<file path="src/shared/temp_alarm_pkg.sv">
// Constants shared by the temperature limit alarm block
package temp_alarm_pkg;
  // Clock and timing, times in their own units
  localparam int CLK_PERIOD_NS = 8;
  localparam int PASS_PERIOD_MS = 480;
  localparam int CONV_DELAY_MS = 60;
  localparam int BUS_TIMEOUT_MIN_MS = 25;
  localparam int BUS_TIMEOUT_MAX_MS = 40;
  localparam int NS_PER_MS = 1000000;
  // Two channels share one pass, so each slot is half of it
  localparam int SLOT_CYC = PASS_PERIOD_MS * NS_PER_MS / CLK_PERIOD_NS / 2;
  localparam int CONV_DELAY_CYC = CONV_DELAY_MS * NS_PER_MS / CLK_PERIOD_NS;
  // Least timeout, rounded up to whole cycles
  localparam int BUS_TIMEOUT_CYC =
    (BUS_TIMEOUT_MIN_MS * NS_PER_MS + CLK_PERIOD_NS - 1) / CLK_PERIOD_NS;

  // Register byte offsets
  localparam logic [5:0] OFS_LOCAL_TEMP = 6'h00;
  localparam logic [5:0] OFS_REMOTE_TEMP = 6'h04;
  localparam logic [5:0] OFS_LOCAL_HIGH = 6'h08;
  localparam logic [5:0] OFS_REMOTE_HIGH = 6'h0c;
  localparam logic [5:0] OFS_CRIT = 6'h10;
  localparam logic [5:0] OFS_CONFIG = 6'h14;
  localparam logic [5:0] OFS_STATUS = 6'h18;
  localparam logic [5:0] OFS_IRQ_STATUS = 6'h1c;
  localparam logic [5:0] OFS_IRQ_MASK = 6'h20;
  localparam logic [5:0] OFS_SERIAL = 6'h24;

  // Field positions
  localparam int CFG_ALERT_MASK_BIT = 7;
  localparam int CFG_ALERT_POL_BIT = 1;
  localparam int ST_LOCAL_HIGH_BIT = 0;
  localparam int ST_REMOTE_HIGH_BIT = 1;
  localparam int ST_LOCAL_CRIT_BIT = 2;
  localparam int ST_REMOTE_CRIT_BIT = 3;
  localparam int IRQ_CONV_BIT = 0;
  localparam int IRQ_TIMEOUT_BIT = 1;
  localparam int IRQ_CRIT_BIT = 2;
  localparam int IRQ_WIDTH = 3;
  localparam int SER_BUSY_BIT = 0;
  localparam int SER_TRIPPED_BIT = 1;

  // Reset values
  localparam logic [7:0] SETPOINT_RESET = 8'h7f;
  localparam logic [7:0] TEMP_RESET = 8'h00;

  // Channel codes and bus responses
  localparam logic CHAN_LOCAL = 1'b0;
  localparam logic CHAN_REMOTE = 1'b1;
  localparam logic [1:0] RESP_OKAY = 2'b00;
  localparam logic [1:0] RESP_SLVERR = 2'b10;
endpackage

</file>
<file path="src/shared/conv_if.sv">
// Conversion result carrier between sequencer and alarm logic
`timescale 1ns/1ps
`default_nettype none
interface conv_if;
  logic done;
  logic chan;
  logic [7:0] result;
  modport seq (output done, output chan, output result);
  modport alarm (input done, input chan, input result);
endinterface
`default_nettype wire

</file>
<file path="src/hdl/conv_sequencer.sv">
// Round-robin conversion sequencer: local slot, then remote slot
`timescale 1ns/1ps
`default_nettype none
module conv_sequencer
  import temp_alarm_pkg::*;
#(
  parameter int SLOT_CYCLES = SLOT_CYC,
  parameter int DELAY_CYCLES = CONV_DELAY_CYC
) (
  input wire logic sys_clk,
  input wire logic rst,
  input wire logic [7:0] local_temp_reading,
  input wire logic [7:0] remote_temp_reading,
  conv_if.seq cv
);
  logic [31:0] cnt;
  logic [31:0] next_cnt;
  logic chan;
  logic next_chan;
  logic [7:0] sample;
  logic [7:0] next_sample;
  logic done;
  logic next_done;

  // Sample at slot start, complete one delay later, then next channel
  always_comb begin
    next_cnt = cnt + 32'h1;
    next_chan = chan;
    next_sample = sample;
    next_done = 1'b0;
    if (cnt == 32'h0) begin
      next_sample = (chan == CHAN_REMOTE) ? remote_temp_reading : local_temp_reading;
    end
    if (cnt == 32'(DELAY_CYCLES - 1)) begin
      next_done = 1'b1;
    end
    if (cnt == 32'(SLOT_CYCLES - 1)) begin
      next_cnt = 32'h0;
      next_chan = ~chan;
    end
  end

  always_ff @(posedge sys_clk or posedge rst) begin
    if (rst) begin
      cnt <= 32'h0;
      chan <= CHAN_LOCAL;
      sample <= TEMP_RESET;
      done <= 1'b0;
    end else begin
      cnt <= next_cnt;
      chan <= next_chan;
      sample <= next_sample;
      done <= next_done;
    end
  end

  assign cv.done = done;
  assign cv.chan = chan;
  assign cv.result = sample;
endmodule
`default_nettype wire

</file>
<file path="src/hdl/temp_limit_alarm_logic.sv">
// Temperature limit alarm logic with AXI4-Lite registers
`timescale 1ns/1ps
`default_nettype none
module temp_limit_alarm_logic
  import temp_alarm_pkg::*;
#(
  parameter int TIMEOUT_CYCLES = BUS_TIMEOUT_CYC,
  parameter int SLOT_CYCLES = SLOT_CYC,
  parameter int DELAY_CYCLES = CONV_DELAY_CYC
) (
  input wire logic sys_clk,
  input wire logic rst,
  input wire logic [7:0] local_temp_reading,
  input wire logic [7:0] remote_temp_reading,
  input wire logic smb_clk_in,
  input wire logic smb_data_in,
  input wire logic [5:0] s_axi_awaddr,
  input wire logic s_axi_awvalid,
  output logic s_axi_awready,
  input wire logic [31:0] s_axi_wdata,
  input wire logic [3:0] s_axi_wstrb,
  input wire logic s_axi_wvalid,
  output logic s_axi_wready,
  output logic [1:0] s_axi_bresp,
  output logic s_axi_bvalid,
  input wire logic s_axi_bready,
  input wire logic [5:0] s_axi_araddr,
  input wire logic s_axi_arvalid,
  output logic s_axi_arready,
  output logic [31:0] s_axi_rdata,
  output logic [1:0] s_axi_rresp,
  output logic s_axi_rvalid,
  input wire logic s_axi_rready,
  output logic alert_out,
  output logic alert_oe,
  output logic critical_alarm_out,
  output logic critical_alarm_oe,
  output logic irq
);
  conv_if cv ();

  conv_sequencer #(
    .SLOT_CYCLES(SLOT_CYCLES),
    .DELAY_CYCLES(DELAY_CYCLES)
  ) u_seq (
    .sys_clk(sys_clk),
    .rst(rst),
    .local_temp_reading(local_temp_reading),
    .remote_temp_reading(remote_temp_reading),
    .cv(cv)
  );

  // Serial line synchronisers, stage one feeds stage two only
  logic [1:0] scl_sync;
  logic [1:0] sda_sync;
  logic scl_prev;
  logic sda_prev;
  logic serial_busy;
  logic next_serial_busy;
  logic tripped;
  logic next_tripped;
  logic [31:0] low_cnt;
  logic [31:0] next_low_cnt;
  logic timeout_ev;
  logic line_low;

  assign line_low = ~scl_sync[1] | ~sda_sync[1];

  // Start/stop tracking and stuck-low watchdog
  always_comb begin
    next_serial_busy = serial_busy;
    next_tripped = tripped;
    next_low_cnt = 32'h0;
    timeout_ev = 1'b0;
    if (scl_sync[1] && scl_prev && sda_prev && !sda_sync[1]) begin
      next_serial_busy = 1'b1;
    end
    if (scl_sync[1] && scl_prev && !sda_prev && sda_sync[1]) begin
      next_serial_busy = 1'b0;
    end
    if (!line_low) begin
      next_tripped = 1'b0;
    end else if (!tripped) begin
      next_low_cnt = low_cnt + 32'h1;
      if (low_cnt == 32'(TIMEOUT_CYCLES - 1)) begin
        // Abandon transfer; one event per stuck episode, not a stream
        timeout_ev = 1'b1;
        next_serial_busy = 1'b0;
        next_tripped = 1'b1;
        next_low_cnt = 32'h0;
      end
    end
  end

  always_ff @(posedge sys_clk or posedge rst) begin
    if (rst) begin
      scl_sync <= 2'b11;
      sda_sync <= 2'b11;
      scl_prev <= 1'b1;
      sda_prev <= 1'b1;
      serial_busy <= 1'b0;
      tripped <= 1'b0;
      low_cnt <= 32'h0;
    end else begin
      scl_sync <= {scl_sync[0], smb_clk_in};
      sda_sync <= {sda_sync[0], smb_data_in};
      scl_prev <= scl_sync[1];
      sda_prev <= sda_sync[1];
      serial_busy <= next_serial_busy;
      tripped <= next_tripped;
      low_cnt <= next_low_cnt;
    end
  end

  // Register and alarm state
  logic [7:0] local_result, remote_result;
  logic [7:0] local_high_setpoint, remote_high_setpoint, critical_setpoint;
  logic alert_mask, alert_pol;
  logic [1:0] high_flag, crit_flag, high_hold, crit_hold, high_seen, crit_seen;
  logic [IRQ_WIDTH-1:0] irq_status, irq_mask;
  logic [7:0] next_local_result, next_remote_result;
  logic [7:0] next_local_high, next_remote_high, next_crit;
  logic next_alert_mask, next_alert_pol;
  logic [1:0] next_high_flag, next_crit_flag, next_high_hold, next_crit_hold;
  logic [1:0] next_high_seen, next_crit_seen;
  logic [IRQ_WIDTH-1:0] next_irq_status, next_irq_mask;
  // Bus slave state
  logic aw_held, w_held, next_aw_held, next_w_held;
  logic [5:0] aw_addr, next_aw_addr;
  logic [7:0] w_byte, next_w_byte;
  logic w_lane, next_w_lane;
  logic next_bvalid, next_rvalid;
  logic [1:0] next_bresp, next_rresp;
  logic [31:0] next_rdata;
  logic do_write, do_read, wr_ok, rd_ok, alert_active, next_alert_oe, next_crit_oe;
  logic [7:0] limit_high;
  logic [31:0] rd_word;
  logic [IRQ_WIDTH-1:0] irq_ev;

  // Read mux; unmapped offsets answer with an error and zero data
  always_comb begin
    rd_word = 32'h0;
    rd_ok = 1'b1;
    unique case (s_axi_araddr)
      OFS_LOCAL_TEMP: rd_word[7:0] = local_result;
      OFS_REMOTE_TEMP: rd_word[7:0] = remote_result;
      OFS_LOCAL_HIGH: rd_word[7:0] = local_high_setpoint;
      OFS_REMOTE_HIGH: rd_word[7:0] = remote_high_setpoint;
      OFS_CRIT: rd_word[7:0] = critical_setpoint;
      OFS_CONFIG: begin
        rd_word[CFG_ALERT_MASK_BIT] = alert_mask;
        rd_word[CFG_ALERT_POL_BIT] = alert_pol;
      end
      OFS_STATUS: begin
        rd_word[ST_LOCAL_HIGH_BIT] = high_flag[CHAN_LOCAL];
        rd_word[ST_REMOTE_HIGH_BIT] = high_flag[CHAN_REMOTE];
        rd_word[ST_LOCAL_CRIT_BIT] = crit_flag[CHAN_LOCAL];
        rd_word[ST_REMOTE_CRIT_BIT] = crit_flag[CHAN_REMOTE];
      end
      OFS_IRQ_STATUS: rd_word[IRQ_WIDTH-1:0] = irq_status;
      OFS_IRQ_MASK: rd_word[IRQ_WIDTH-1:0] = irq_mask;
      OFS_SERIAL: begin
        rd_word[SER_BUSY_BIT] = serial_busy;
        rd_word[SER_TRIPPED_BIT] = tripped;
      end
      default: rd_ok = 1'b0;
    endcase
  end

  // Bus handshakes, register writes, flag and alarm updates
  always_comb begin
    next_aw_held = aw_held;
    next_w_held = w_held;
    next_aw_addr = aw_addr;
    next_w_byte = w_byte;
    next_w_lane = w_lane;
    next_bvalid = s_axi_bvalid;
    next_bresp = s_axi_bresp;
    next_rvalid = s_axi_rvalid;
    next_rresp = s_axi_rresp;
    next_rdata = s_axi_rdata;
    next_local_result = local_result;
    next_remote_result = remote_result;
    next_local_high = local_high_setpoint;
    next_remote_high = remote_high_setpoint;
    next_crit = critical_setpoint;
    next_alert_mask = alert_mask;
    next_alert_pol = alert_pol;
    next_high_flag = high_flag;
    next_crit_flag = crit_flag;
    next_high_hold = high_hold;
    next_crit_hold = crit_hold;
    next_high_seen = high_seen;
    next_crit_seen = crit_seen;
    next_irq_mask = irq_mask;
    irq_ev = '0;
    wr_ok = 1'b1;
    if (s_axi_awvalid && s_axi_awready) begin
      next_aw_held = 1'b1;
      next_aw_addr = s_axi_awaddr;
    end
    if (s_axi_wvalid && s_axi_wready) begin
      next_w_held = 1'b1;
      next_w_byte = s_axi_wdata[7:0];
      next_w_lane = s_axi_wstrb[0];
    end
    if (s_axi_bvalid && s_axi_bready) begin
      next_bvalid = 1'b0;
    end
    do_write = aw_held && w_held && !s_axi_bvalid;
    if (do_write) begin
      next_aw_held = 1'b0;
      next_w_held = 1'b0;
      next_bvalid = 1'b1;
      unique case (aw_addr)
        OFS_LOCAL_HIGH: if (w_lane) next_local_high = w_byte;
        OFS_REMOTE_HIGH: if (w_lane) next_remote_high = w_byte;
        OFS_CRIT: if (w_lane) next_crit = w_byte;
        OFS_CONFIG: if (w_lane) begin
          next_alert_mask = w_byte[CFG_ALERT_MASK_BIT];
          next_alert_pol = w_byte[CFG_ALERT_POL_BIT];
        end
        OFS_IRQ_MASK: if (w_lane) next_irq_mask = w_byte[IRQ_WIDTH-1:0];
        OFS_LOCAL_TEMP, OFS_REMOTE_TEMP, OFS_STATUS, OFS_IRQ_STATUS, OFS_SERIAL: begin
        end
        default: wr_ok = 1'b0;
      endcase
      next_bresp = wr_ok ? RESP_OKAY : RESP_SLVERR;
    end
    if (s_axi_rvalid && s_axi_rready) begin
      next_rvalid = 1'b0;
    end
    do_read = s_axi_arvalid && s_axi_arready;
    if (do_read) begin
      next_rvalid = 1'b1;
      next_rdata = rd_word;
      next_rresp = rd_ok ? RESP_OKAY : RESP_SLVERR;
      if (s_axi_araddr == OFS_STATUS) begin
        // Read clears flags; held alarms wait for a quiet conversion
        next_high_flag = 2'b00;
        next_crit_flag = 2'b00;
        next_high_seen = high_seen | high_hold;
        next_crit_seen = crit_seen | crit_hold;
      end
    end
    // Completed conversion: signed compares, set beats read clear
    limit_high = (cv.chan == CHAN_REMOTE) ? remote_high_setpoint : local_high_setpoint;
    if (cv.done) begin
      irq_ev[IRQ_CONV_BIT] = 1'b1;
      if (cv.chan == CHAN_REMOTE) begin
        next_remote_result = cv.result;
      end else begin
        next_local_result = cv.result;
      end
      if ($signed(cv.result) > $signed(limit_high)) begin
        next_high_flag[cv.chan] = 1'b1;
        next_high_hold[cv.chan] = 1'b1;
        next_high_seen[cv.chan] = 1'b0;
      end else if (high_seen[cv.chan]) begin
        // Registered seen, so a read in this same cycle waits for a later result
        next_high_hold[cv.chan] = 1'b0;
        next_high_seen[cv.chan] = 1'b0;
      end
      if ($signed(cv.result) > $signed(critical_setpoint)) begin
        next_crit_flag[cv.chan] = 1'b1;
        next_crit_hold[cv.chan] = 1'b1;
        next_crit_seen[cv.chan] = 1'b0;
        irq_ev[IRQ_CRIT_BIT] = ~crit_hold[cv.chan];
      end else if (crit_seen[cv.chan]) begin
        next_crit_hold[cv.chan] = 1'b0;
        next_crit_seen[cv.chan] = 1'b0;
      end
    end
    irq_ev[IRQ_TIMEOUT_BIT] = timeout_ev;
    // Write-one-to-clear, but a same-cycle event still lands
    next_irq_status = irq_status;
    if (do_write && w_lane && aw_addr == OFS_IRQ_STATUS) begin
      next_irq_status = irq_status & ~w_byte[IRQ_WIDTH-1:0];
    end
    next_irq_status = next_irq_status | irq_ev;
    // Mask gates only the pin; flags keep working
    alert_active = |next_high_hold && !next_alert_mask;
    // Open drain: active low pulls when on, active high pulls when off
    next_alert_oe = next_alert_pol ? !alert_active : alert_active;
    next_crit_oe = |next_crit_hold;
  end

  always_ff @(posedge sys_clk or posedge rst) begin
    if (rst) begin
      aw_held <= 1'b0;
      w_held <= 1'b0;
      aw_addr <= 6'h00;
      w_byte <= 8'h00;
      w_lane <= 1'b0;
      s_axi_awready <= 1'b0;
      s_axi_wready <= 1'b0;
      s_axi_bvalid <= 1'b0;
      s_axi_bresp <= RESP_OKAY;
      s_axi_arready <= 1'b0;
      s_axi_rvalid <= 1'b0;
      s_axi_rresp <= RESP_OKAY;
      s_axi_rdata <= 32'h0;
      local_result <= TEMP_RESET;
      remote_result <= TEMP_RESET;
      local_high_setpoint <= SETPOINT_RESET;
      remote_high_setpoint <= SETPOINT_RESET;
      critical_setpoint <= SETPOINT_RESET;
      alert_mask <= 1'b0;
      alert_pol <= 1'b0;
      high_flag <= 2'b00;
      crit_flag <= 2'b00;
      high_hold <= 2'b00;
      crit_hold <= 2'b00;
      high_seen <= 2'b00;
      crit_seen <= 2'b00;
      irq_status <= '0;
      irq_mask <= '0;
      alert_out <= 1'b0;
      alert_oe <= 1'b0;
      critical_alarm_out <= 1'b0;
      critical_alarm_oe <= 1'b0;
      irq <= 1'b0;
    end else begin
      aw_held <= next_aw_held;
      w_held <= next_w_held;
      aw_addr <= next_aw_addr;
      w_byte <= next_w_byte;
      w_lane <= next_w_lane;
      // Ready only while the holding slot stays empty
      s_axi_awready <= !next_aw_held && !next_bvalid;
      s_axi_wready <= !next_w_held && !next_bvalid;
      s_axi_bvalid <= next_bvalid;
      s_axi_bresp <= next_bresp;
      s_axi_arready <= !next_rvalid;
      s_axi_rvalid <= next_rvalid;
      s_axi_rresp <= next_rresp;
      s_axi_rdata <= next_rdata;
      local_result <= next_local_result;
      remote_result <= next_remote_result;
      local_high_setpoint <= next_local_high;
      remote_high_setpoint <= next_remote_high;
      critical_setpoint <= next_crit;
      alert_mask <= next_alert_mask;
      alert_pol <= next_alert_pol;
      high_flag <= next_high_flag;
      crit_flag <= next_crit_flag;
      high_hold <= next_high_hold;
      crit_hold <= next_crit_hold;
      high_seen <= next_high_seen;
      crit_seen <= next_crit_seen;
      irq_status <= next_irq_status;
      irq_mask <= next_irq_mask;
      alert_out <= 1'b0;
      alert_oe <= next_alert_oe;
      critical_alarm_out <= 1'b0;
      critical_alarm_oe <= next_crit_oe;
      irq <= |(next_irq_status & next_irq_mask);
    end
  end
endmodule
`default_nettype wire

</file>
<file path="config.mk">
export PLATFORM = sky130hd
export DESIGN_NAME = temp_limit_alarm_logic
export DESIGN_NICKNAME = d
export VERILOG_FILES = /design/src/shared/temp_alarm_pkg.sv /design/src/shared/conv_if.sv /design/src/hdl/conv_sequencer.sv /design/src/hdl/temp_limit_alarm_logic.sv
export SDC_FILE = /design/constraint.sdc
export NUM_CORES = 1
export LEC_CHECK = 0
export BUFFER_PORTS_ARGS = -buffer_cell sky130_fd_sc_hd__buf_2
export CAP_MARGIN = 20
export CORE_ASPECT_RATIO = 1.5
export CORE_UTILIZATION = 52
export DETAILED_ROUTE_END_ITERATION = 12
export GPL_TIMING_DRIVEN = 1
export PLACE_DENSITY = 0.79
export SLEW_MARGIN = 20
export SYNTH_ARGS = -nofsm -noshare
export SYNTH_HDL_FRONTEND = slang
export SYNTH_SLANG_ARGS = --single-unit
export TNS_END_PERCENT = 1
</file>
<file path="constraint.sdc">
create_clock -name sys_clk -period 5.45 [get_ports sys_clk]
set_input_delay 0.545 -clock sys_clk [delete_from_list [all_inputs] [get_ports sys_clk]]
set_output_delay 0.545 -clock sys_clk [all_outputs]
set_load 0.03 [all_outputs]
</file>
Yosys cells after proc, flatten, opt, wreduce, memory -nomap -nowiden --
Cells that the tools add are included.
Word-level totals: input bits 73, logic and storage cells 211, output and inout port bits 46, bits in registers 179
Cells by class: equal/unequal tests 21, muxes and demuxes 82, $add $sub $neg 2, reductions and logical operators 40, $lt $le $gt $ge 4, bitwise operators 20
Operators with widths (number):
- 32-bit two-way mux | 4
- 32-bit by 1-bit adder with 32-bit output, second input constant | 2
- 2-bit two-way mux | 26
- 6-bit by 5-bit == test with 1-bit output, second input constant | 8
- 1-bit two-way mux | 39
- 32-bit by 22-bit == test with 1-bit output, second input constant | 1
- 32-bit by 23-bit == test with 1-bit output, second input constant | 1
- 32-bit by 25-bit == test with 1-bit output, second input constant | 1
- 32-bit zero test | 1
- 6-bit by 4-bit == test with 1-bit output, second input constant | 4
- 6-bit == test, second input constant | 4
- 10-bit OR reduction | 2
- 1-bit logical AND | 18
- 8-bit greater-than comparator | 2
- 8-bit two-way mux | 2
- 3-bit one-hot mux with 5 select lines | 1
- 6-bit by 3-bit == test with 1-bit output, second input constant | 2
- 6-bit zero test | 2
- 3-bit two-way mux | 4
- 2-bit OR | 6
- 1-bit one-hot mux with 6 select lines | 2
- 1-bit one-hot mux with 10 select lines | 1
- 1-bit zero test | 9
- 1-bit one-hot mux with 9 select lines | 1
- other kinds (15) | 26

Longest topological paths before layout --
word-level depth 13, gate-level depth with buffers 11, mapped depth without buffers 8

Modules after synthesis --
From an unflattened synthesis, not the netlist that was laid out.
Unflattened totals: cells, all modules 835, area, all modules 8946.1 um^2
By module, submodules not included:
- temp_limit_alarm_logic | times used 1, cells an instance 636, seq. area each 3412.0 um^2, area an instance 6805.3 um^2
- conv_sequencer | times used 1, cells an instance 199, seq. area each 1051.0 um^2, area an instance 2140.8 um^2

Worst setup path before layout --
OpenSTA, ideal clock, no wires.
path type register to register, from register u_seq.chan, in the netlist u_seq.cv.chan, to register alert_oe, required time 5.370 ns, library setup time 0.080 ns, data arrival time 2.503 ns, clock period less this slack 2.583 ns, path slack 2.867 ns, buffers on the path 3, stages on the path, launching flop included 12, path through dfrtp_1 > clkbuf_1 > clkbuf_1 > buf_2 > mux2i_1 > ha_1 > a21o_1 > nand2_1 > o2111ai_1 > o311a_1 > o211ai_1 > xnor2_1
On the way: longest elaborated chain between the ends 13, elaborated cells between the ends (all ways) 19, those cells by class 3 x order compare; 9 x mux; 3 x bitwise; 4 x reduce/logical
Ends and longest elaborated chain:
- start: declaration | line conv_sequencer.sv:18 | logic chan;
- start signal: assignment | line conv_sequencer.sv:51 | chan <= next_chan;
- 1-bit by 2-bit less-than comparator with 1-bit output (not written as such) or 1-bit >= comparator (tied branches) | line temp_limit_alarm_logic.sv:257, temp_limit_alarm_logic.sv:261
- 1-bit logical AND (not written as such) | line temp_limit_alarm_logic.sv:257, temp_limit_alarm_logic.sv:261
- 1-bit two-way mux (not written as such) | line temp_limit_alarm_logic.sv:257, temp_limit_alarm_logic.sv:261
- 1-bit demux with 1-bit select | line temp_limit_alarm_logic.sv:257, temp_limit_alarm_logic.sv:261
- 2-bit inverter (no source line)
- 2-bit bitwise AND (no source line)
- 2-bit two-way mux | line temp_limit_alarm_logic.sv:259 | end else if (high_seen[cv.chan]) begin
- 2-bit two-way mux * | line temp_limit_alarm_logic.sv:255 | if ($signed(cv.result) > $signed(limit_high)) begin
- 2-bit two-way mux * | line temp_limit_alarm_logic.sv:248 | if (cv.done) begin
- 2-bit OR reduction * | line temp_limit_alarm_logic.sv:282 | alert_active = |next_high_hold && !next_alert_mask;
- 1-bit logical AND * | line temp_limit_alarm_logic.sv:282
- 1-bit zero test | line temp_limit_alarm_logic.sv:284 | next_alert_oe = next_alert_pol ? !alert_active : alert_active;
- 1-bit two-way mux * | line temp_limit_alarm_logic.sv:284
- named net next_alert_oe | line temp_limit_alarm_logic.sv:135 | logic do_write, do_read, wr_ok, rd_ok, alert_active, next_alert_oe, next_crit_oe;
- end signal: assignment | line temp_limit_alarm_logic.sv:354 | alert_oe <= next_alert_oe;
- end: declaration | line temp_limit_alarm_logic.sv:35 | output logic alert_oe,
Mark *: on every way through the listed nets, which the timed path passes. The rest lies on a longest branch. The select of a mux whose other input is x is not followed. A chain may end at the register's enable or synchronous reset.

Final worst setup path --
from register critical_setpoint[4], to register irq
On the way: longest elaborated chain between the ends 6
Ends and longest elaborated chain:
- start: declaration | line temp_limit_alarm_logic.sv:117 | logic [7:0] local_high_setpoint, remote_high_setpoint, critical_setpoint;
- start signal: assignment | line temp_limit_alarm_logic.sv:342 | critical_setpoint <= next_crit;
- 8-bit greater-than comparator | line temp_limit_alarm_logic.sv:264 | if ($signed(cv.result) > $signed(critical_setpoint)) begin
- 1-bit two-way mux | line temp_limit_alarm_logic.sv:264
- 1-bit two-way mux | line temp_limit_alarm_logic.sv:248
- 3-bit OR | line temp_limit_alarm_logic.sv:280 | next_irq_status = next_irq_status | irq_ev;
- named net next_irq_status[2] | line temp_limit_alarm_logic.sv:126 | logic [IRQ_WIDTH-1:0] next_irq_status, next_irq_mask;
- 3-bit bitwise AND | line temp_limit_alarm_logic.sv:357 | irq <= |(next_irq_status & next_irq_mask);
- 3-bit OR reduction | line temp_limit_alarm_logic.sv:357
- end signal: assignment | line temp_limit_alarm_logic.sv:357
- end: declaration | line temp_limit_alarm_logic.sv:38 | output logic irq
The timed path passes the listed nets, and every way through them passes these cells.

==> impl_metrics.csv <==
group,metric,value,unit
timing,setup_viol_count_final,0,
yosys,mapped_cells,847,
timing,worst_slack,2.83,ns
yosys,synth.top_cells.by_area,"dfrtp_1, dfstp_2, mux2_2, nand2_1, nor2_1",
placement,place_ws,2.88,ns
critical_path,reg2reg_setup_slack,2.83,ns
critical_path,critPathKind,"flip-flop to flip-flop",
placement,numPortBuffers,63,
status,outcome,"finished clean",
drt,via_per_inst,5.60,
finish,fillers,1371,
placement,hpwl_reported_at_the_end_of_detailed_placement,13.1,mm
grt,grt_pass1_vias,6394,
timing,rsz0062_at_grt,"no",
floorplan,die_w,108,um
floorplan,floorplan.initialDensity,0.538,
yosys,synth.most_common_cell,"dfrtp_1",
yosys,synth-async-reset-ratio,1.00,
finish,reg.largest.list,"low_cnt: 32 flops, u_seq.cnt: 32 flops",
critical_path,path_max_fanout,8,
drt,wl,18.7,mm
drt,drcViolationCount,0,
critical_path,worst-endpoint-required,5.80,ns
floorplan,floorplan.die_area,17400,um^2
critical_path,setup.worst_path.start,"critical_setpoint[4]",
clocking,clockRootBuffer,"clkbuf_16",
floorplan,floorplan.core_area,16300,um^2
timing,setup_tns,0,ns
pwr,total_power,3.53,mW
pwr,ir_worst_vdd,0.267,mV
timing,hold_slack,0.217,ns
drt,vias,6294,
clocking,clkLatencyLatePin,0.43,ns
yosys,number_of_unique_standard_cell_types_used_by_synthesis,64,
critical_path,critical_path.endpoint,"irq",
critical_path,crit_path_max_incr_delay,0.74,ns
critical_path,crit_reg_reg_endpoint,"irq",
job,cap_violations,0,
yosys,synthTopCellsByCount,"dfrtp_1, nand2_1, nor2_1, mux2_2, xor2_1",
timing,post-route-min-period,2.62,ns
critical_path,timing.critical_path.cells,"inv_1 > ha_1 > nand4_1 > o21bai_1 > a32oi_1 > a32o_1 > and2_0 > a221o_1",
clocking,cts.sink_count,177,
finish,area_delta_synth_final,11.2,%
timing,drv_slew,0,
clocking,post_cts_resize_count,0,
yosys,synth_largest_area_cell,"dfrtp_1",
hold_path,holdCritPathClass,"input port to flip-flop",
timing,final_hold_viol_count,0,
grt,grt_antenna_before_repair,0,
finish,utilization,0.598,
clocking,clk_path_buf_depth,2,
critical_path,crit-reg2reg-launch,"critical_setpoint[4]",
critical_path,setup.worst_path.end_class,"flip-flop",
timing,final_min_period_over_clock_period,0.481,
yosys,synth-warning-count,0,
timing,worst_pin_slew,1.03,ns
yosys,synth_top_cell_area_share,0.427,
finish,drive_above_1_share,0.208,
floorplan,placement_rows,57,
drt,final_antenna_net_count,0,
yosys,synth_top_flop_cell,"dfrtp_1",
floorplan,boundaryPins,119,
clocking,htree_levels,4,
grt,largest_net_degree_at_the_start_of_global_routing,178,
grt,grt.total_usage,0.230,
clocking,post_cts_hold_buffer_count,0,
timing,timing.fmax,381,MHz
clocking,cts_tree,"done",
pwr,cellLeakagePower,4.42,nW
placement,gp_congestion,0.874,
critical_path,critical_path.slowest_cell,"a32oi_1",
yosys,synth-seq-cells,177,
finish,final_net_count,996,
grt,wire_length_of_the_first_global_routing_pass,31.0,mm
clocking,tritoncts.num_buffers,17,
timing,timing.slew.headroom,0.309,
floorplan,die-height,161,um
yosys,sequential_element_share_of_the_synthesized_area,0.508,
critical_path,critPathLaunchType,"flip-flop",
yosys,netlist_area,8790,um^2
critical_path,crit_arrival,2.98,ns
critical_path,ff2ff_path_depth,8,
yosys,synth_enable_flop_cells,0,
clocking,post-cts-setup-buffer-count,0,
drt,drtIter0Drc,378,
pwr,powerDensity,362,nW/um^2
drt,dr.pass1.iters,5,
drt,post_drt_wl_per_cell,16.6,um
grt,globalRouteOverflowTotal,0,
yosys,synth.avg_cell_area,10.4,um^2
clocking,clkSlewWorstSetupHoldPaths,0.07,ns
timing,skew_final,0.0119,ns
[cell type report]
type	instances	area (um^2)	area share
clock inverters	13	143	0.0146
repair buffers	66	350	0.0359
well taps	206	258	0.0264
multi-input cells	622	4030	0.413
clock buffers	19	443	0.0453
flip-flops and latches	177	4460	0.457
diodes	1	2.50	0.000256
inverters	20	80.1	0.00819
[layout by cell type (no fill, tap or decap), drive strengths merged, types with 12 or more instances in the layout]
master,instances
nand4,16
nand2,115
and3,12
dfrtp,150
mux2,46
xnor2,24
xor2,35
dfstp,27
mux2i,26
conb,28
nor2,93
a21oi,26
clkbuf,19
inv,28
nand3,33
buf,66
nor3,14
o21ai,27
nor4,17
ha,19
[power by group]
part           total [mW]  leakage, nW  internal, mW  switching (mW)
clock network        1.21        0.288         0.663           0.546
registers            1.72         2.27          1.52           0.191
logic               0.610         1.86         0.273           0.337
total                3.53         4.42          2.46            1.07
[critical path: cells and delay by family, from the launching register on]
family | cells | cell delay, ns
AND/OR/NAND/NOR | 2 | 0.25
buffers and inverters | 1 | 0.05
flip-flops | 1 | 0.58
AO/OA/AOI/OAI | 4 | 1.37
adder cells (fa/ha/maj) | 1 | 0.30
[per-layer routing]
| layer | vias to the layer above | global-route usage | wire length (um) |
|---|---|---|---|
| met5 | - | 0 | 0 |
| met4 | 0 | 0.116 | 714 |
| met3 | 48 | 0.0383 | 664 |
| met2 | 145 | 0.401 | 9880 |
| met1 | 3099 | 0.269 | 7440 |
| li1 | 3002 | - | - |
[stage by stage]
| stage | area, um^2 | cells |
|---|---|---|
| final | 9770 | 1124 |
| after global routing | 9770 | 1123 |
| after CTS | 9770 | 1123 |
| after detailed placement | 9180 | 1091 |
| after global placement | 9180 | 1091 |
| after floorplan | 8890 | 874 |
[worst min-delay path by stage]
stage,startpoint,to,slack (ns),cells past startpoint
final,smb_data_in,sda_sync[0],0.22,1
after global placement,scl_sync[0],scl_sync[1],0.35,0
after global routing,smb_data_in,sda_sync[0],0.20,1
after floorplan,scl_sync[0],scl_sync[1],0.35,0
after CTS,smb_data_in,sda_sync[0],0.20,1
after detailed placement,scl_sync[0],scl_sync[1],0.35,0
[logic make-up after synthesis]
group	share of synthesized area
xor+xnor	0.0588
flops	0.508
mux	0.0967
other cells	0.000427
compound gates	0.0655
fa+ha+maj	0.0270
simple gates	0.199
buf+inv	0.0453
Power figures use the tool's default switching activity.
